File: src/shared/timer_pin_io_pkg.sv
package timer_pin_io_pkg;
    // Register byte offsets
    localparam logic [7:0] ch0_low_io_control_addr = 8'h00;
    localparam logic [7:0] ch1_io_control_addr = 8'h04;
    localparam logic [7:0] ch0_mode_register_addr = 8'h08;
    localparam logic [7:0] ch0_general_reg_d_addr = 8'h0c;
    localparam logic [7:0] ch1_general_reg_b_addr = 8'h10;
    localparam logic [7:0] pin_status_addr = 8'h14;
    // Widths
    localparam int addr_width = 8;
    localparam int gen_width = 16;
    localparam int ctl_width = 8;
    // Control field positions
    localparam int field_hi_lsb = 4;
    localparam int field_lo_lsb = 0;
    localparam int field_width = 4;
    localparam int fld_capture = 3;
    localparam int fld_special = 2;
    localparam int fld_level = 2;
    localparam int fld_both = 1;
    localparam int fld_falling = 0;
    // Mode register buffer bit
    localparam int reg_b_buffer_mode_bit = 5;
    // Reset values
    localparam logic [7:0] ctl_reset = 8'h00;
    localparam logic [15:0] gen_reset = 16'hffff;
    localparam logic [7:0] mode_reset = 8'h00;
    // Compare actions in the low pair
    localparam logic [1:0] act_retain = 2'h0;
    localparam logic [1:0] act_low = 2'h1;
    localparam logic [1:0] act_high = 2'h2;
    localparam logic [1:0] act_toggle = 2'h3;
    // Pin status bit positions
    localparam int stat_pin_out_lsb = 0;
    localparam int stat_pin_in_lsb = 2;
    localparam int stat_pin_oe_lsb = 4;
endpackage : timer_pin_io_pkg

File: src/design/timer_pin_io_control_decode.sv
`timescale 1ns/1ns
module timer_pin_io_control_decode (
    input wire logic clk,
    input wire logic rst,
    // APB slave
    input wire logic psel,
    input wire logic penable,
    input wire logic pwrite,
    input wire logic [7:0] paddr,
    input wire logic [31:0] pwdata,
    output logic [31:0] prdata,
    output logic pready,
    output logic pslverr,
    // Timer counters and events from the rest of the timer
    input wire logic [15:0] ch0_counter,
    input wire logic [15:0] ch1_counter,
    input wire logic ch1_count_tick,
    input wire logic ch0_reg_c_event,
    // Pin of channel 0 register D
    input wire logic ch0_pin_d_in,
    output logic ch0_pin_d_out,
    output logic ch0_pin_d_oe,
    // Pin of channel 1 register B
    input wire logic ch1_pin_b_in,
    output logic ch1_pin_b_out,
    output logic ch1_pin_b_oe,
    // Event pulses
    output logic ch0_reg_d_match,
    output logic ch0_reg_d_capture,
    output logic ch1_reg_b_match,
    output logic ch1_reg_b_capture
);

    // Software-visible registers
    logic [7:0] ch0_low_io_control;
    logic [7:0] ch1_io_control;
    logic [7:0] ch0_mode_register;
    logic [15:0] gen_reg [2];

    // Per-channel pin and event state
    logic [1:0] pin_level;
    logic [1:0] pin_drive;
    logic [1:0] pin_stable;
    logic [1:0] match_pulse;
    logic [1:0] capture_pulse;

    // Per-channel views of shared inputs
    logic [3:0] field [2];
    logic [15:0] counter [2];
    logic [1:0] special_src;
    logic [1:0] field_written;
    logic [1:0] pin_raw;
    logic [1:0] disabled;

    // Bus decode and status word
    logic access;
    logic wr;
    logic mapped;
    logic [31:0] status_word;

    // Bus decode: one wait state, write lands when pready is seen
    assign access = psel && penable && pready;
    assign wr = access && pwrite;
    // Six word addresses answer; any other raises pslverr
    assign mapped = (paddr == timer_pin_io_pkg::ch0_low_io_control_addr)
        || (paddr == timer_pin_io_pkg::ch1_io_control_addr)
        || (paddr == timer_pin_io_pkg::ch0_mode_register_addr)
        || (paddr == timer_pin_io_pkg::ch0_general_reg_d_addr)
        || (paddr == timer_pin_io_pkg::ch1_general_reg_b_addr)
        || (paddr == timer_pin_io_pkg::pin_status_addr);

    // Per-channel views of fields, counters and sources
    // Only bits 7..4 of each byte steer the pins here
    assign field[0] = ch0_low_io_control[timer_pin_io_pkg::field_hi_lsb +: 4];
    assign field[1] = ch1_io_control[timer_pin_io_pkg::field_hi_lsb +: 4];
    assign counter[0] = ch0_counter;
    assign counter[1] = ch1_counter;
    assign special_src[0] = ch1_count_tick;
    assign special_src[1] = ch0_reg_c_event;
    assign pin_raw[0] = ch0_pin_d_in;
    assign pin_raw[1] = ch1_pin_b_in;
    // Field writes set the starting state of the pin
    assign field_written[0] = wr && (paddr == timer_pin_io_pkg::ch0_low_io_control_addr);
    assign field_written[1] = wr && (paddr == timer_pin_io_pkg::ch1_io_control_addr);
    // Register D acting as buffer has no events of its own
    assign disabled[0] = ch0_mode_register[timer_pin_io_pkg::reg_b_buffer_mode_bit];
    // Channel 1 register B has no buffer role here
    assign disabled[1] = 1'b0;

    // Pin status word: levels, synchronised inputs, enables
    always_comb begin
        status_word = 32'h0000_0000;
        status_word[timer_pin_io_pkg::stat_pin_out_lsb +: 2] = pin_level;
        status_word[timer_pin_io_pkg::stat_pin_in_lsb +: 2] = pin_stable;
        status_word[timer_pin_io_pkg::stat_pin_oe_lsb +: 2] = pin_drive;
    end

    // Bus handshake and read data
    // Every access takes one wait state; ready never stays high
    always_ff @(posedge clk) begin
        if (rst) begin
            pready <= 1'b0;
            pslverr <= 1'b0;
            prdata <= 32'h0000_0000;
        end else begin
            pready <= psel && penable && !pready;
            pslverr <= psel && penable && !pready && !mapped;
            // Read data stands only in the ready cycle
            prdata <= 32'h0000_0000;
            if (psel && penable && !pready && !pwrite) begin
                case (paddr)
                    timer_pin_io_pkg::ch0_low_io_control_addr: begin
                        prdata <= {24'h00_0000, ch0_low_io_control};
                    end
                    timer_pin_io_pkg::ch1_io_control_addr: begin
                        prdata <= {24'h00_0000, ch1_io_control};
                    end
                    timer_pin_io_pkg::ch0_mode_register_addr: begin
                        prdata <= {24'h00_0000, ch0_mode_register};
                    end
                    timer_pin_io_pkg::ch0_general_reg_d_addr: begin
                        prdata <= {16'h0000, gen_reg[0]};
                    end
                    timer_pin_io_pkg::ch1_general_reg_b_addr: begin
                        prdata <= {16'h0000, gen_reg[1]};
                    end
                    timer_pin_io_pkg::pin_status_addr: begin
                        prdata <= status_word;
                    end
                    default: begin
                        prdata <= 32'h0000_0000;
                    end
                endcase
            end
        end
    end

    // Control registers, zero after reset
    // Unmapped writes fall through with no effect
    always_ff @(posedge clk) begin
        if (rst) begin
            ch0_low_io_control <= timer_pin_io_pkg::ctl_reset;
            ch1_io_control <= timer_pin_io_pkg::ctl_reset;
            ch0_mode_register <= timer_pin_io_pkg::mode_reset;
        end else if (wr) begin
            if (paddr == timer_pin_io_pkg::ch0_low_io_control_addr) begin
                ch0_low_io_control <= pwdata[7:0];
            end
            if (paddr == timer_pin_io_pkg::ch1_io_control_addr) begin
                ch1_io_control <= pwdata[7:0];
            end
            if (paddr == timer_pin_io_pkg::ch0_mode_register_addr) begin
                ch0_mode_register <= pwdata[7:0];
            end
        end
    end

    // One pin, one general register per channel
    // Channel 0 is register D, channel 1 register B
    for (genvar ch = 0; ch < 2; ch++) begin : g_chan
        // Synchroniser stages and edge flags
        logic sync1;
        logic sync2;
        logic sync3;
        logic in_edge;
        logic rise;
        logic fall;

        // Event decode
        logic is_capture;
        logic cap_hit;
        logic cmp_hit;

        // Bus hit and written field
        logic gen_written;
        logic [3:0] wfield;

        assign wfield = pwdata[timer_pin_io_pkg::field_hi_lsb +: 4];
        assign gen_written = wr && (paddr == ((ch == 0)
            ? timer_pin_io_pkg::ch0_general_reg_d_addr
            : timer_pin_io_pkg::ch1_general_reg_b_addr));
        assign is_capture = field[ch][timer_pin_io_pkg::fld_capture];

        // Pin input: three flops, change counts once the last two agree
        // Reset level 0 matches the driven-low pin: no false edge
        always_ff @(posedge clk) begin
            if (rst) begin
                sync1 <= 1'b0;
                sync2 <= 1'b0;
                sync3 <= 1'b0;
                pin_stable[ch] <= 1'b0;
            end else begin
                sync1 <= pin_raw[ch];
                sync2 <= sync1;
                sync3 <= sync2;
                if (sync2 == sync3) begin
                    pin_stable[ch] <= sync3;
                end
            end
        end
        // Edge flag lasts one cycle, until pin_stable catches up
        assign in_edge = (sync2 == sync3) && (sync3 != pin_stable[ch]);
        assign rise = in_edge && sync3;
        assign fall = in_edge && !sync3;

        // Event decode from the control field
        // Special source outranks the edge bits
        always_comb begin
            cap_hit = 1'b0;
            if (field[ch][timer_pin_io_pkg::fld_special]) begin
                cap_hit = special_src[ch];
            end else if (field[ch][timer_pin_io_pkg::fld_both]) begin
                cap_hit = rise || fall;
            end else if (field[ch][timer_pin_io_pkg::fld_falling]) begin
                cap_hit = fall;
            end else begin
                cap_hit = rise;
            end
            // Gate by mode and buffer state
            cap_hit = cap_hit && is_capture && !disabled[ch];
            // Compare path, closed in capture and buffer mode
            cmp_hit = !is_capture && !disabled[ch] && (counter[ch] == gen_reg[ch]);
        end

        // General register: capture wins over a software write
        // A write that meets a capture is lost; software re-checks
        always_ff @(posedge clk) begin
            if (rst) begin
                gen_reg[ch] <= timer_pin_io_pkg::gen_reset;
            end else if (cap_hit) begin
                gen_reg[ch] <= counter[ch];
            end else if (gen_written) begin
                gen_reg[ch] <= pwdata[15:0];
            end
        end

        // Event pulses
        // Registered: a pulse trails the equal cycle by one edge
        always_ff @(posedge clk) begin
            if (rst) begin
                match_pulse[ch] <= 1'b0;
                capture_pulse[ch] <= 1'b0;
            end else begin
                match_pulse[ch] <= cmp_hit;
                capture_pulse[ch] <= cap_hit;
            end
        end

        // Pin drive: level 0 with oe high after reset, initial level on write, action on match
        // A field write beats a match in the same cycle
        always_ff @(posedge clk) begin
            if (rst) begin
                pin_level[ch] <= 1'b0;
                pin_drive[ch] <= 1'b1;
            end else if (field_written[ch]) begin
                pin_drive[ch] <= !wfield[timer_pin_io_pkg::fld_capture];
                if (!wfield[timer_pin_io_pkg::fld_capture]
                    && (wfield[1:0] != timer_pin_io_pkg::act_retain)) begin
                    pin_level[ch] <= wfield[timer_pin_io_pkg::fld_level];
                end
            end else if (cmp_hit) begin
                case (field[ch][1:0])
                    timer_pin_io_pkg::act_low: begin
                        pin_level[ch] <= 1'b0;
                    end
                    timer_pin_io_pkg::act_high: begin
                        pin_level[ch] <= 1'b1;
                    end
                    timer_pin_io_pkg::act_toggle: begin
                        pin_level[ch] <= !pin_level[ch];
                    end
                    default: begin
                        pin_level[ch] <= pin_level[ch];
                    end
                endcase
            end
        end
    end

    // Outputs straight from flops
    // Oe falls in capture mode so the far side owns the pin
    assign ch0_pin_d_out = pin_level[0];
    assign ch0_pin_d_oe = pin_drive[0];
    assign ch1_pin_b_out = pin_level[1];
    assign ch1_pin_b_oe = pin_drive[1];
    assign ch0_reg_d_match = match_pulse[0];
    assign ch0_reg_d_capture = capture_pulse[0];
    assign ch1_reg_b_match = match_pulse[1];
    assign ch1_reg_b_capture = capture_pulse[1];

endmodule : timer_pin_io_control_decode

File: config.mk
export PLATFORM = sky130hd
export DESIGN_NAME = timer_pin_io_control_decode
export DESIGN_NICKNAME = d
export VERILOG_FILES = /design/src/shared/timer_pin_io_pkg.sv /design/src/design/timer_pin_io_control_decode.sv
export SDC_FILE = /design/constraint.sdc
export NUM_CORES = 1
export LEC_CHECK = 0
export BUFFER_PORTS_ARGS = -buffer_cell sky130_fd_sc_hd__buf_4
export CORE_MARGIN = 2
export CORE_UTILIZATION = 50
export CTS_CLUSTER_SIZE = 10
export DETAILED_ROUTE_END_ITERATION = 7
export GPL_ROUTABILITY_DRIVEN = 0
export HOLD_SLACK_MARGIN = 0.1
export PLACE_DENSITY = 0.74
export SETUP_SLACK_MARGIN = 0.1
export SLEW_MARGIN = 20
export SYNTH_ARGS = -nofsm -noshare
export SYNTH_HDL_FRONTEND = slang
export SYNTH_SLANG_ARGS = --single-unit
File: constraint.sdc
create_clock -name clk -period 2.4 [get_ports clk]
set_input_delay 0.12 -clock clk [delete_from_list [all_inputs] [get_ports clk]]
set_output_delay 0.12 -clock clk [all_outputs]
set_load 0.01 [all_outputs]
Yosys cells after proc, flatten, opt, wreduce, memory -nomap -nowiden
Memories as Yosys holds them, arrays and structs flattened.
Index checks and enable logic that the tools add are counted.

storage, ports and cells
  logic and storage cells = 134
  output and inout bits = 42
  register bits = 74
  memories = 1
  RAM bits = 32

memories
  name     words  bits a word  read ports  clocked after Yosys merged registers in  write ports  line                               source
  gen_reg  2      16           2           0                                        2            timer_pin_io_control_decode.sv:38  logic [15:0] gen_reg [2];

cells by class
  equality and inequality tests = 19
  reduce and logical (&&, ||, !) cells = 53
  bitwise gates (word level) = 5
  muxes and demuxes = 34

operators with widths
  operator            number
  $pmux 16 s6         1
  $mux 16             4
  $eq 16x16->1        2
  $mux 1              27
  $logic_and 1x1->1   23
  $eq 8x4->1 const B  2
  $eq 8x5->1 const B  2
  $logic_not 1->1     11
  $eq 2x2->1 const B  4
  $eq 8x3->1 const B  1
  $logic_not 8->1     1
  $reduce_bool 4->1   2
  $logic_or 1x1->1    7
  $pmux 1 s3          2
  $reduce_and 2->1    3
  $reduce_and 3->1    2
  $reduce_bool 2->1   3
  $eq 2x1->1 const B  2
  $ne 2x1->1 const B  2
  $or 1x1->1          4
  $eq 1x1->1          2
  $ne 1x1->1          2
  $reduce_or 2->1     1
  $not 1->1           1

Depth between registers and ports, before layout
Gate-level depths: netlist of run 1.

  depth in word-level cells = 13
  gate-level depth with buffers = 7
  gate-level depth less buffers = 6

Worst setup path before layout of run 1
OpenSTA, ideal clock, no wires.

  path type = input to register
  start point = in paddr[7]
  end point = mem gen_reg[0][0], enable pin
  stages = 4
  path slack = 407 ps
  arrival time = 1621 ps
  required time = 2028 ps
  buffers on the path = 0
  cell sequence = or4_4 -> nor3_2 -> nand3_1 -> or3b_1

RTL lines
  what         line                               source
  from (decl)  timer_pin_io_control_decode.sv:9   input wire logic [7:0] paddr,
  to (decl)    timer_pin_io_control_decode.sv:38

==> results of run 1 <==
-- per-layer routing --
layer / wire [µm] / part of all wire (%) / vias up
met4: 415 / 3.1 / 0
li1: - / - / 2029
met5: 0 / 0 / -
met1: 5680 / 43 / 1992
met2: 5810 / 44 / 225
met3: 1300 / 9.8 / 34
-- cells by family (layout without fill, tap and decap cells) --
group	count (synthesis)	count (layout)	share of synthesized area (%)
simple gates	215	215	24.2
compound gates	115	115	15.0
flops	90	90	46.2
buf+inv	49	138	5.37
xor+xnor	32	32	6.11
mux	11	11	2.51
fa+ha+maj	2	2	0.545
other cells	1	16	0.0817
-- layout make-up --
cell class	count	area [µm²]	share of cell area, %
timing repair buffer	118	921	16.2
sequential	90	2120	37.4
clock buffer	12	166	2.93
multi-input combinational	391	2280	40.3
tap	108	135	2.38
inverter	4	15.0	0.265
clock inverter	4	30.0	0.529
-- worst paths after layout --
path / start / to / slack [ns] / cells after the start
min: ch1_counter[11] / gen_reg[1][11]$_SDFFCE_PN1P_ / 0.11 / 3
min reg2reg: g_chan[0].sync1$_SDFF_PP0_ / g_chan[0].sync2$_SDFF_PP0_ / 0.45 / 1
max reg2reg: pin_stable[1]$_SDFFE_PP0N_ / gen_reg[1][2]$_SDFFCE_PN1P_ / 0.43 / 4
max: pin_stable[1]$_SDFFE_PP0N_ / gen_reg[1][2]$_SDFFCE_PN1P_ / 0.43 / 4
-- through the flow --
stage / std cells / power (µW) / setup WS, ns / hold WS (ns) / util, %
after floorplan: 530 / 1770 / 0.407 / 0.248 / -
after global placement: 695 / 1910 / 0.356 / 0.329 / 60.4
after detailed placement: 695 / 1910 / 0.354 / 0.341 / 60.4
after CTS: 725 / 2940 / 0.242 / 0.108 / 64.3
after global routing: 727 / 3030 / 0.296 / 0.127 / 64.4
final: 727 / 2940 / 0.430 / 0.112 / 64.4
-- power by group through the flow --
stage | Combinational, µW | Clock [µW] | Sequential (µW)
6_report | 311 | 1040 | 1590
3_5_place_dp | 285 | 0 | 1620
4_1_cts | 304 | 1050 | 1590
2_1_floorplan | 150 | 0 | 1620
3_3_place_gp | 282 | 0 | 1620
5_1_grt | 330 | 1110 | 1590
-- worst max-delay path, cell delays in order, from the launching register on --
cell	delay [ns]
dfxtp_1	0.43
and3b_1	0.20
o21ai_0	0.18
a31oi_2	0.16
or3b_2	0.68
-- timing repair --
item,in CTS,in global routing
resized for setup,0,0
endpoints found under the hold margin,29,0
setup endpoints to repair,0,8
hold buffers,14,0
setup buffers,0,2
-- synth_stat cells, types with 3 or more instances --
cell and count:
a21oi_1 68, nand2_1 63, dfxtp_1 58, nor2_1 54, nor4_1 39, edfxtp_1 32
xor2_1 29, clkbuf_1 23, buf_4 16, nor2b_1 10, o21ai_0 10, a22oi_1 9
nor3_1 8, mux2i_1 7, nand3_1 6, a21o_1 5, nand2b_1 5, a32o_1 4
buf_1 4, inv_1 4, mux2_2 4, o2bb2ai_1 4, a31oi_1 3, nand4_1 3
nor3_2 3, nor3b_1 3, nor4bb_1 3, xnor2_1 3
==> run summary, run 1 <==
The post-synthesis instance area came out at 4590 µm². The data arrival at the endpoint of the critical path is 2.01 ns. The global-route usage over all layers is 26.6%. The worst ir drop on vdd came out at between 0.2 and 0.3 mV. The number of design rule violations left after detail routing is 0. The number of rows created at floorplan is 34. The maximum fanout along the worst path is 16. Setup repair after global routing left no endpoint under its margin. The clock root buffer master is clkbuf_8. At the pin with the least slew margin, the transition time is approximately 0.63 ns. The cell count after synthesis is 515. The share of post-route cells with drive strength above 1 came out at 21.5%.

The iteration-0 DRC count of the detailed router came out at 354. The core box area is 8810 µm². The standby leakage power is about 0.0019 µW. The clock network power share came out at 35.4%. For this run, the leading register cell type out of synthesis is dfxtp_1.

The cell area power density is 519 nW/µm². Summed over all nets, the half-perimeter wirelength after detailed placement is 9500 µm. For this block, the via count after detailed routing is 4280.

The height of the chip is around 100 µm. After detailed placement, the total cell area comes to 5320 µm². The worst setup path category is flop to flop.

The number of diodes added for antenna fixing came out at 0. The final-report setup violation count is 0. The largest area contributor in the netlist is dfxtp_1. The share of total power dissipated in combinational logic is 10.6%.

The path class of the tightest hold or removal check is primary input to flop. Net switching is 25.4% of the power. Leaving out fill and tap cells, the most frequent cell in the layout is buf_4. The final-report max-slew violation count came out at 0. The clock drives 90 sinks. The number of synthesized flops with an enable pin is 32.

The mean instance size in the synthesized netlist is between 8 and 9 µm². The sequential area share after synthesis is 46.2%. The max-capacitance violation count came out at 0. The number of antenna violations at the first check in global routing is 0. The global-route met1 utilization is 38.7%. TritonCTS built the clock tree.

The clock slew seen by the registers of the worst setup and hold paths is 0.10 ns. The final hold violation count is 0. The met2 usage came out at 40.0%. The global routing's busiest layer is met2. STA classifies the critical path startpoint as a flop. The detailed-route wire length is 13200 µm.

The first global-routing pass estimated 20500 µm of wire. The portion of synthesized cell area occupied by the leading cell type came out at 25.3%. The number of levels the H-tree was split into is 3. Ranked by total cell area, the synthesized netlist is headed by dfxtp_1 25%, edfxtp_1 21%, a21oi_1 7.4%.

The die footprint came out at approximately 10000 µm². The post-route setup TNS is 0 ns. In this run, synthesis produced a sequential element count of 90. The top cell types in the final layout, fill and taps aside, are 104 x buf_4, 68 x a21oi_1, 63 x nand2_1, 58 x dfxtp_1, 54 x nor2_1.

The number of global-route vias before repair is approximately 4000. The count of warnings emitted by yosys is 0. The cell-internal power came out at between 2000 and 2500 µW.

Once the floorplan was initialized, standard cells occupied 52.1% of the core. The maximum frequency from static timing analysis came out at ~500 MHz. The later-pin clock latency in the skew report came out at 0.36 ns.

The clock passes through at most 2 buffers. The final critical path takes up 82.1% of the cycle. Before antenna repair, the detailed router went through 8 iterations.

The area growth from synthesis to final layout is 23.6%. The flow ran to the end, and the final reports show no timing, DRC or antenna violations. The average via count per standard cell came out at 5.89.

Entering global routing, the biggest net connects 45 pins. The required time of the worst setup path came out at between 2 and 2.5 ns. The share of power burned in registers is 54.0%. The headroom to the max-slew limit is 57.9%. The detail route stage leaves a number of antenna-violating nets equal to 0. The worst setup path is captured at a flop.

The number of port buffers came out at 90. After routing the design area is roughly 5700 µm². In this run the power spent charging and discharging nets is 746 µW.

The number of buffers inserted during clock tree synthesis is 9. The chip width is about 100 µm. The filler cell count in the final layout came out at 744.

The clock period minus worst slack is 1.97 ns. The fraction of synthesis flops using an asynchronous set or reset pin came out at 0%. The boundary pin count is 123.

The met3 track demand over resource came out at 3.62%. The average routed wire per standard cell came out at 18.2 µm. The number of library cell types mapped by synthesis is 56. The flip-flop count of the largest register after layout came out at 32. The leftover overflow at the end of global routing is 0.

The final worst clock skew is 0.0108 ns. The number of nets in the final layout came out at 697.
No activity file was read; power rests on OpenSTA's default activity.
==> run 2: changes to the inputs <==
--- a/config.mk
+++ b/config.mk
@@ -7,12 +7,12 @@
 export LEC_CHECK = 0
 export BUFFER_PORTS_ARGS = -buffer_cell sky130_fd_sc_hd__buf_4
 export CORE_MARGIN = 2
-export CORE_UTILIZATION = 50
+export CORE_UTILIZATION = 48
 export CTS_CLUSTER_SIZE = 10
 export DETAILED_ROUTE_END_ITERATION = 7
 export GPL_ROUTABILITY_DRIVEN = 0
 export HOLD_SLACK_MARGIN = 0.1
-export PLACE_DENSITY = 0.74
+export PLACE_DENSITY = 0.75
 export SETUP_SLACK_MARGIN = 0.1
 export SLEW_MARGIN = 20
 export SYNTH_ARGS = -nofsm -noshare
==> constraint.sdc (replaced) <==
create_clock -name clk -period 1.7 [get_ports clk]
set_input_delay 0.085 -clock clk [delete_from_list [all_inputs] [get_ports clk]]
set_output_delay 0.085 -clock clk [all_outputs]
set_load 0.01 [all_outputs]
==> run summary, run 2 (synthesized netlist as in run 1, its figures left out) <==
Status: finished, violations left (was completed). The final reports fail on negative setup slack. The clock root buffer master is clkbuf_8 (unchanged). The iteration-0 DRC count of the detailed router was 537 (was 354). The later-pin clock latency in the skew report came out at 0.37 ns (was 0.36 ns). The number of global-route vias before repair is 4866 (was 4014). Setup repair after global routing missed its margin: yes (was no). The number of rows created at floorplan is 35 (was 34). The number of sinks on the clock net is 90 (unchanged).

The leftover overflow at the end of global routing came out at 0 (unchanged). The height of the chip is 102 µm (was 99.8 µm). The pin count of the biggest net entering global routing came out at 48 (was 45). The required time of the worst setup path was 1.80 ns (was 2.44 ns). The routed via count came out at 5176 (was 4280). The chip width was 102 µm (was 99.8 µm). The iteration count of the initial detailed-routing pass is 5 (was 8). The clock period minus worst slack came out at 1.93 ns (was 1.97 ns).

The clock slew seen by the registers of the worst setup and hold paths was 0.09 ns (was 0.10 ns). The number of port buffers is 90 (unchanged). The die footprint is 10400 µm² (was 9960 µm²). The headroom to the max-slew limit came out at 63.7% (was 57.9%).

The number of levels the H-tree was split into is 3 (unchanged). The final hold violation count came out at 0 (unchanged). The number of diodes added for antenna fixing is 0 (unchanged).

The wire length of the first global-routing pass is 25300 µm (was 20500 µm). The final period utilization is 113% (was 82.1%). The detailed-route wire length came out at 17400 µm (was 13200 µm).

The maximum fanout along the worst path is 8 (was 16). The cell area power density came out at 631 nW/µm² (was 519 nW/µm²). The endpoint type of the worst setup path is a flop (unchanged).

The final-report max-slew violation count came out at 0 (unchanged). The sum of net half-perimeters after detailed placement came out at 10100 µm (was 9500 µm). The most common cell after layout, fill and taps aside is buf_4 (unchanged). The maximum frequency from static timing analysis came out at 518 MHz (was 508 MHz). The number of nets in the final layout is 789 (was 697). The clock tree from TritonCTS was yes (unchanged). The data arrival at the endpoint of the critical path came out at 2.03 ns (was 2.01 ns). The classification of the worst-slack hold path was primary input to flop (unchanged). The boundary pin count came out at 123 (unchanged). The pin slew with the least headroom to its limit came out at 0.545 ns (was 0.627 ns). The standby leakage power is 0.00244 µW (was 0.00194 µW).

The final-report setup violation count is 67 (was 0). Commonest cells after routing, fill and taps aside: 162 x buf_4, 61 x a21oi_1, 60 x nand2_1, 53 x nor2_1, 50 x dfxtp_1 (was 104 x buf_4, 68 x a21oi_1, 63 x nand2_1, 58 x dfxtp_1, 54 x nor2_1). The max-capacitance violation count came out at 0 (unchanged).

The number of antenna violations at the first check in global routing came out at 0 (unchanged). The post-route setup TNS was -8.38 ns (was 0 ns). The worst hold margin is 0.0997 ns (was 0.112 ns). The critical path launch point type was a flop (unchanged). The area growth from synthesis to final layout came out at 49.5% (was 23.6%).

The remaining number of nets flagged by the antenna check after routing came out at 0 (unchanged). The average via count per standard cell is 6.16 (was 5.89). The global-route usage over all layers came out at 32.3% (was 26.6%).

The average routed wire per standard cell came out at 20.8 µm (was 18.2 µm). The initial core utilization came out at 49.7% (was 52.1%). The number of design rule violations left after detail routing was 0 (unchanged). The share of post-route cells with drive strength above 1 came to 35.4% (was 21.5%). The core box area came out at 9240 µm² (was 8810 µm²). The worst ir drop on vdd came to 0.463 mV (was 0.286 mV). The smallest setup slack after layout came to -0.229 ns (was 0.430 ns).

The final worst clock skew is 0.0134 ns (was 0.0108 ns). The worst setup path category is flop to flop (unchanged). The deepest clock path buffer count came out at 2 (unchanged). The number of buffers inserted during clock tree synthesis is 9 (unchanged).

The flip-flop count of the largest register after layout was 32 (unchanged). The filler cell count in the final layout is 607 (was 744).
[run 2: cell count changes in the layout (fill, tap and decap cells not counted), sizes merged]
cell / previous run / this run
buf: 104 / 169
dlygate4sd3: 14 / 40
or3b: 3 / 4
[run 2: power by group]
part           internal [µW]  switching, µW  total (µW)
combinational            263            321         584
sequential              2230           11.1        2240
clock                    676            829        1500
[run 2: area by class of cell]
type	instances	area [µm²]	area share [%]
Clock inverter	4	30.0	0.438
Inverter	4	15.0	0.219
Multi-Input combinational cell	392	2640	38.5
Tap cell	129	161	2.35
Timing Repair Buffer	209	1710	24.9
Clock buffer	12	166	2.43
Sequential cell	90	2140	31.2
[run 2: per-stage QoR]
stage	util [%]	power (µW)	area (µm²)	std cells	setup WS (ns)
2_1_floorplan	-	2510	4700	530	-0.111
3_3_place_gp	61.9	2720	5720	763	-0.187
3_5_place_dp	61.9	2720	5720	763	-0.237
4_1_cts	72.2	4260	6670	835	-0.179
5_1_grt	74.3	4430	6860	840	-0.266
6_report	74.3	4330	6860	840	-0.229
[run 2: critical path: stages (launching register included)]
cell and delay [ns]:
dfxtp_4 0.38, and3b_1 0.18, o21ai_2 0.15, a31oi_4 0.21
buf_6 0.21, nor4_1 0.39, a21oi_1 0.14
[run 2: per-layer routing]
metal	global-route usage [%]	routed length, µm
met2	51.6	7760
met5	0	0
met4	15.0	1220
met3	7.32	2390
met1	41.8	6070
[run 2: path summary, 6_finish.rpt]
| kind | startpoint | endpoint | slack, ns | depth (start not counted) |
|---|---|---|---|---|
| worst max-delay path | pin_stable[1]$_SDFFE_PP0N_ | gen_reg[1][1]$_SDFFCE_PN1P_ | -0.23 | 6 |
| worst min-delay path | ch0_counter[6] | gen_reg[0][6]$_DFFE_PP_ | 0.1 | 3 |
| worst max register to register | pin_stable[1]$_SDFFE_PP0N_ | gen_reg[1][1]$_SDFFCE_PN1P_ | -0.23 | 6 |
| worst min register to register | g_chan[1].sync1$_SDFF_PP0_ | g_chan[1].sync2$_SDFF_PP0_ | 0.45 | 1 |
[run 2: repair_timing]
action	in CTS	in global routing
gates resized for setup	54	24
hold buffers	40	0
endpoints found under the hold margin	52	0
endpoints found under the setup margin	79	97
setup buffers	13	5
gates cloned	3	0
pin swaps	21	7
==> run 3: changes to the inputs <==
--- a/config.mk
+++ b/config.mk
@@ -7,12 +7,12 @@
 export LEC_CHECK = 0
 export BUFFER_PORTS_ARGS = -buffer_cell sky130_fd_sc_hd__buf_4
 export CORE_MARGIN = 2
-export CORE_UTILIZATION = 48
+export CORE_UTILIZATION = 50
 export CTS_CLUSTER_SIZE = 10
 export DETAILED_ROUTE_END_ITERATION = 7
 export GPL_ROUTABILITY_DRIVEN = 0
 export HOLD_SLACK_MARGIN = 0.1
-export PLACE_DENSITY = 0.75
+export PLACE_DENSITY = 0.74
 export SETUP_SLACK_MARGIN = 0.1
 export SLEW_MARGIN = 20
 export SYNTH_ARGS = -nofsm -noshare
==> constraint.sdc (replaced) <==
create_clock -name clk -period 2.15 [get_ports clk]
set_input_delay 0.1075 -clock clk [delete_from_list [all_inputs] [get_ports clk]]
set_output_delay 0.1075 -clock clk [all_outputs]
set_load 0.01 [all_outputs]
==> run summary, run 3 (synthesized netlist as in run 1, its figures left out) <==
The total instance count after detailed placement was 701 (was 763). The initial core utilization is 52.1% (was 49.7%). The number of rows created at floorplan is 34 (was 35). The sum of net half-perimeters after detailed placement is 9670 µm (was 10100 µm). The height of the chip is 99.8 µm (was 102 µm). The number of sinks on the clock net is 90 (unchanged). The clock period minus worst slack was 1.91 ns (was 1.93 ns). The number of global-route vias before repair is 4084 (was 4866). The data arrival at the endpoint of the critical path is 2.03 ns (about the same).

The number of diodes added for antenna fixing is 0 (unchanged). The fraction of power spent switching nets was 25.9% (was 26.8%). Counting stages on the worst path, the most repeated cell is or3b_1. The clock slew seen by the registers of the worst setup and hold paths is 0.09 ns (about the same).

The final standard cell utilization of the core is 65.9% (was 74.3%). The die footprint came to 9960 µm² (was 10400 µm²). The boundary pin count was 123 (unchanged). The standby leakage power is 0.00200 µW (was 0.00244 µW).

The routed via count is 4329 (was 5176). The post-route setup TNS was 0 ns (was -8.38 ns). The maximum fanout along the worst path came out at 16 (was 8). The average via count per standard cell came out at 5.85 (was 6.16).

The detailed-route wire length came out at 13600 µm (was 17400 µm). Status: completed (was finished, violations left). The pin count of the biggest net entering global routing is 44 (was 48).

The number of buffers inserted during clock tree synthesis is 9 (unchanged). The headroom to the max-slew limit came to 61.7% (was 63.7%). The average routed wire per standard cell came out at 18.3 µm (was 20.8 µm). The final-report setup violation count is 0 (was 67). The number of levels the H-tree was split into is 3 (unchanged). The number of port buffers is 90 (unchanged). The maximum frequency from static timing analysis came out at 523 MHz (was 518 MHz). The stage delay of the slowest cell on the critical path was 0.49 ns (was 0.39 ns). The area growth from synthesis to final layout is 26.4% (was 49.5%).

The slowest cell on the critical path is o41a_1 (was nor4_1). The clock tree from TritonCTS is yes (unchanged). The wire length of the first global-routing pass is 20800 µm (was 25300 µm). The critical path launch point type is a flop (unchanged).

The final hold violation count came out at 0 (unchanged). Setup repair after global routing missed its margin: no (was yes). The cell-internal power came out at 2360 µW (was 3170 µW).

The required time of the worst setup path came out at 2.27 ns (was 1.80 ns). The most common cell after layout, fill and taps aside is buf_4 (unchanged). The share of post-route cells with drive strength above 1 came out at 22.0% (was 35.4%). The cell area power density came out at 549 nW/µm² (was 631 nW/µm²). The area of all placed cells without fillers is 5800 µm² (was 6860 µm²). The chip width was 99.8 µm (was 102 µm). The part of the total power dissipated in combinational logic was 11.5% (was 13.5%).

The later-pin clock latency in the skew report came to 0.36 ns (was 0.37 ns). Commonest cells after routing, fill and taps aside: 105 x buf_4, 68 x a21oi_1, 63 x nand2_1, 56 x dfxtp_1, 54 x nor2_1 (was 162 x buf_4, 61 x a21oi_1, 60 x nand2_1, 53 x nor2_1, 50 x dfxtp_1). The max-capacitance violation count is 0 (unchanged). The remaining number of nets flagged by the antenna check after routing was 0 (unchanged). The post-placement cell area is 5390 µm² (was 5720 µm²). The final period utilization is 89.0% (was 113%). The filler cell count in the final layout came out at 746 (was 607). The number of nets in the final layout came out at 710 (was 789). The net switching component of the power came out at 825 µW (was 1160 µW). The flip-flop count of the largest register after layout came out at 32 (unchanged). The share of power burned in registers was 55.7% (was 51.8%).

The worst ir drop on vdd is 0.271 mV (was 0.463 mV). The iteration count of the initial detailed-routing pass came out at 5 (unchanged). The final standard cell count with taps included and fillers excluded is 740 (was 840). The pre-CTS worst setup slack is 0.111 ns (was -0.237 ns). The pin slew with the least headroom to its limit came out at 0.570 ns (was 0.545 ns). The number of design rule violations left after detail routing came to 0 (unchanged). The classification of the worst-slack hold path is primary input to flop (unchanged). The final worst clock skew is 0.0112 ns (was 0.0134 ns). The endpoint type of the worst setup path is a flop (unchanged).

The global-route usage over all layers is 27.1% (was 32.3%). The core box area came out at 8810 µm² (was 9240 µm²). The worst setup path category is flop to flop (unchanged). The number of antenna violations at the first check in global routing is 0 (unchanged). The combined area of the multi-input logic cells is 2290 µm² (was 2640 µm²). The smallest setup slack after layout was 0.237 ns (was -0.229 ns).

The clock root buffer master is clkbuf_8 (unchanged). Cells along the critical path: or3b_1 > a21boi_1 > o41a_1 > or3b_1 > buf_12 (was and3b_1 > o21ai_2 > a31oi_4 > buf_6 > nor4_1 > a21oi_1). The flip-flop and latch area is 2120 µm² (was 2140 µm²). The leftover overflow at the end of global routing came to 0 (unchanged). The iteration-0 DRC count of the detailed router is 417 (was 537).

The deepest clock path buffer count is 2 (unchanged). The final-report max-slew violation count came to 0 (unchanged). The clock network power share came to 32.8% (was 34.7%).
## run 3: cell types whose count changed in the layout (fill, tap and decap cells not counted), sizes merged
| cell | previous run | this run |
|---|---|---|
| clkbuf | 12 | 11 |
| inv | 8 | 9 |
| or3b | 4 | 3 |
| buf | 169 | 108 |
| dlygate4sd3 | 40 | 23 |
## run 3: power groups by stage
| stage | Sequential (µW) | Clock, µW | Combinational (µW) |
|---|---|---|---|
| 6_report | 1770 | 1050 | 367 |
| 5_1_grt | 1780 | 1130 | 390 |
| 4_1_cts | 1770 | 1060 | 357 |
| 3_5_place_dp | 1810 | 0 | 323 |
| 3_3_place_gp | 1810 | 0 | 319 |
| 2_1_floorplan | 1810 | 0 | 167 |
## run 3: per-stage QoR
| stage | hold WS, ns | total power (µW) |
|---|---|---|
| after floorplan | 0.236 | 1980 |
| after global placement | 0.315 | 2130 |
| after detailed placement | 0.324 | 2140 |
| after CTS | 0.101 | 3190 |
| after global routing | 0.104 | 3290 |
| final | 0.105 | 3190 |
## run 3: area by class of cell
cell class	instances	share of cell area [%]
clock buffers	11	2.26
clock inverters	5	0.582
inverters	4	0.259
multi-input cells	391	39.5
flip-flops and latches	90	36.6
well taps	108	2.33
repair buffers	131	18.4
## run 3: routing by layer
layer / part of all wire [%] / GRT usage, %
met1: 42 / 38.0
met2: 44 / 41.3
met3: 10 / 5.57
met4: 3.0 / 10.6
met5: 0 / 0
## run 3: critical path, delay by kind of cell (launching register included)
family / cells / cell delay (ns)
AOI/OAI and AO/OA: 2 / 0.54
and+or+nand+nor: 2 / 0.60
buffers and inverters: 1 / 0.18
DFF: 1 / 0.36
## run 3: what timing repair did
item / in CTS / in global routing
buffers inserted: 0 / 0
setup endpoints to repair: 0 / 23
hold endpoints to repair: 39 / 0
hold buffers: 23 / 0
resized for setup: 0 / 5
## run 3: path summary, 6_finish.rpt
check / startpoint / to / slack (ns) / depth (start not counted)
max: pin_stable[0]$_SDFFE_PP0N_ / gen_reg[0][6]$_DFFE_PP_ / 0.24 / 5
min: ch1_counter[15] / gen_reg[1][15]$_SDFFCE_PN1P_ / 0.10 / 3
max reg2reg: pin_stable[0]$_SDFFE_PP0N_ / gen_reg[0][6]$_DFFE_PP_ / 0.24 / 5
min reg2reg: g_chan[1].sync1$_SDFF_PP0_ / g_chan[1].sync2$_SDFF_PP0_ / 0.45 / 1
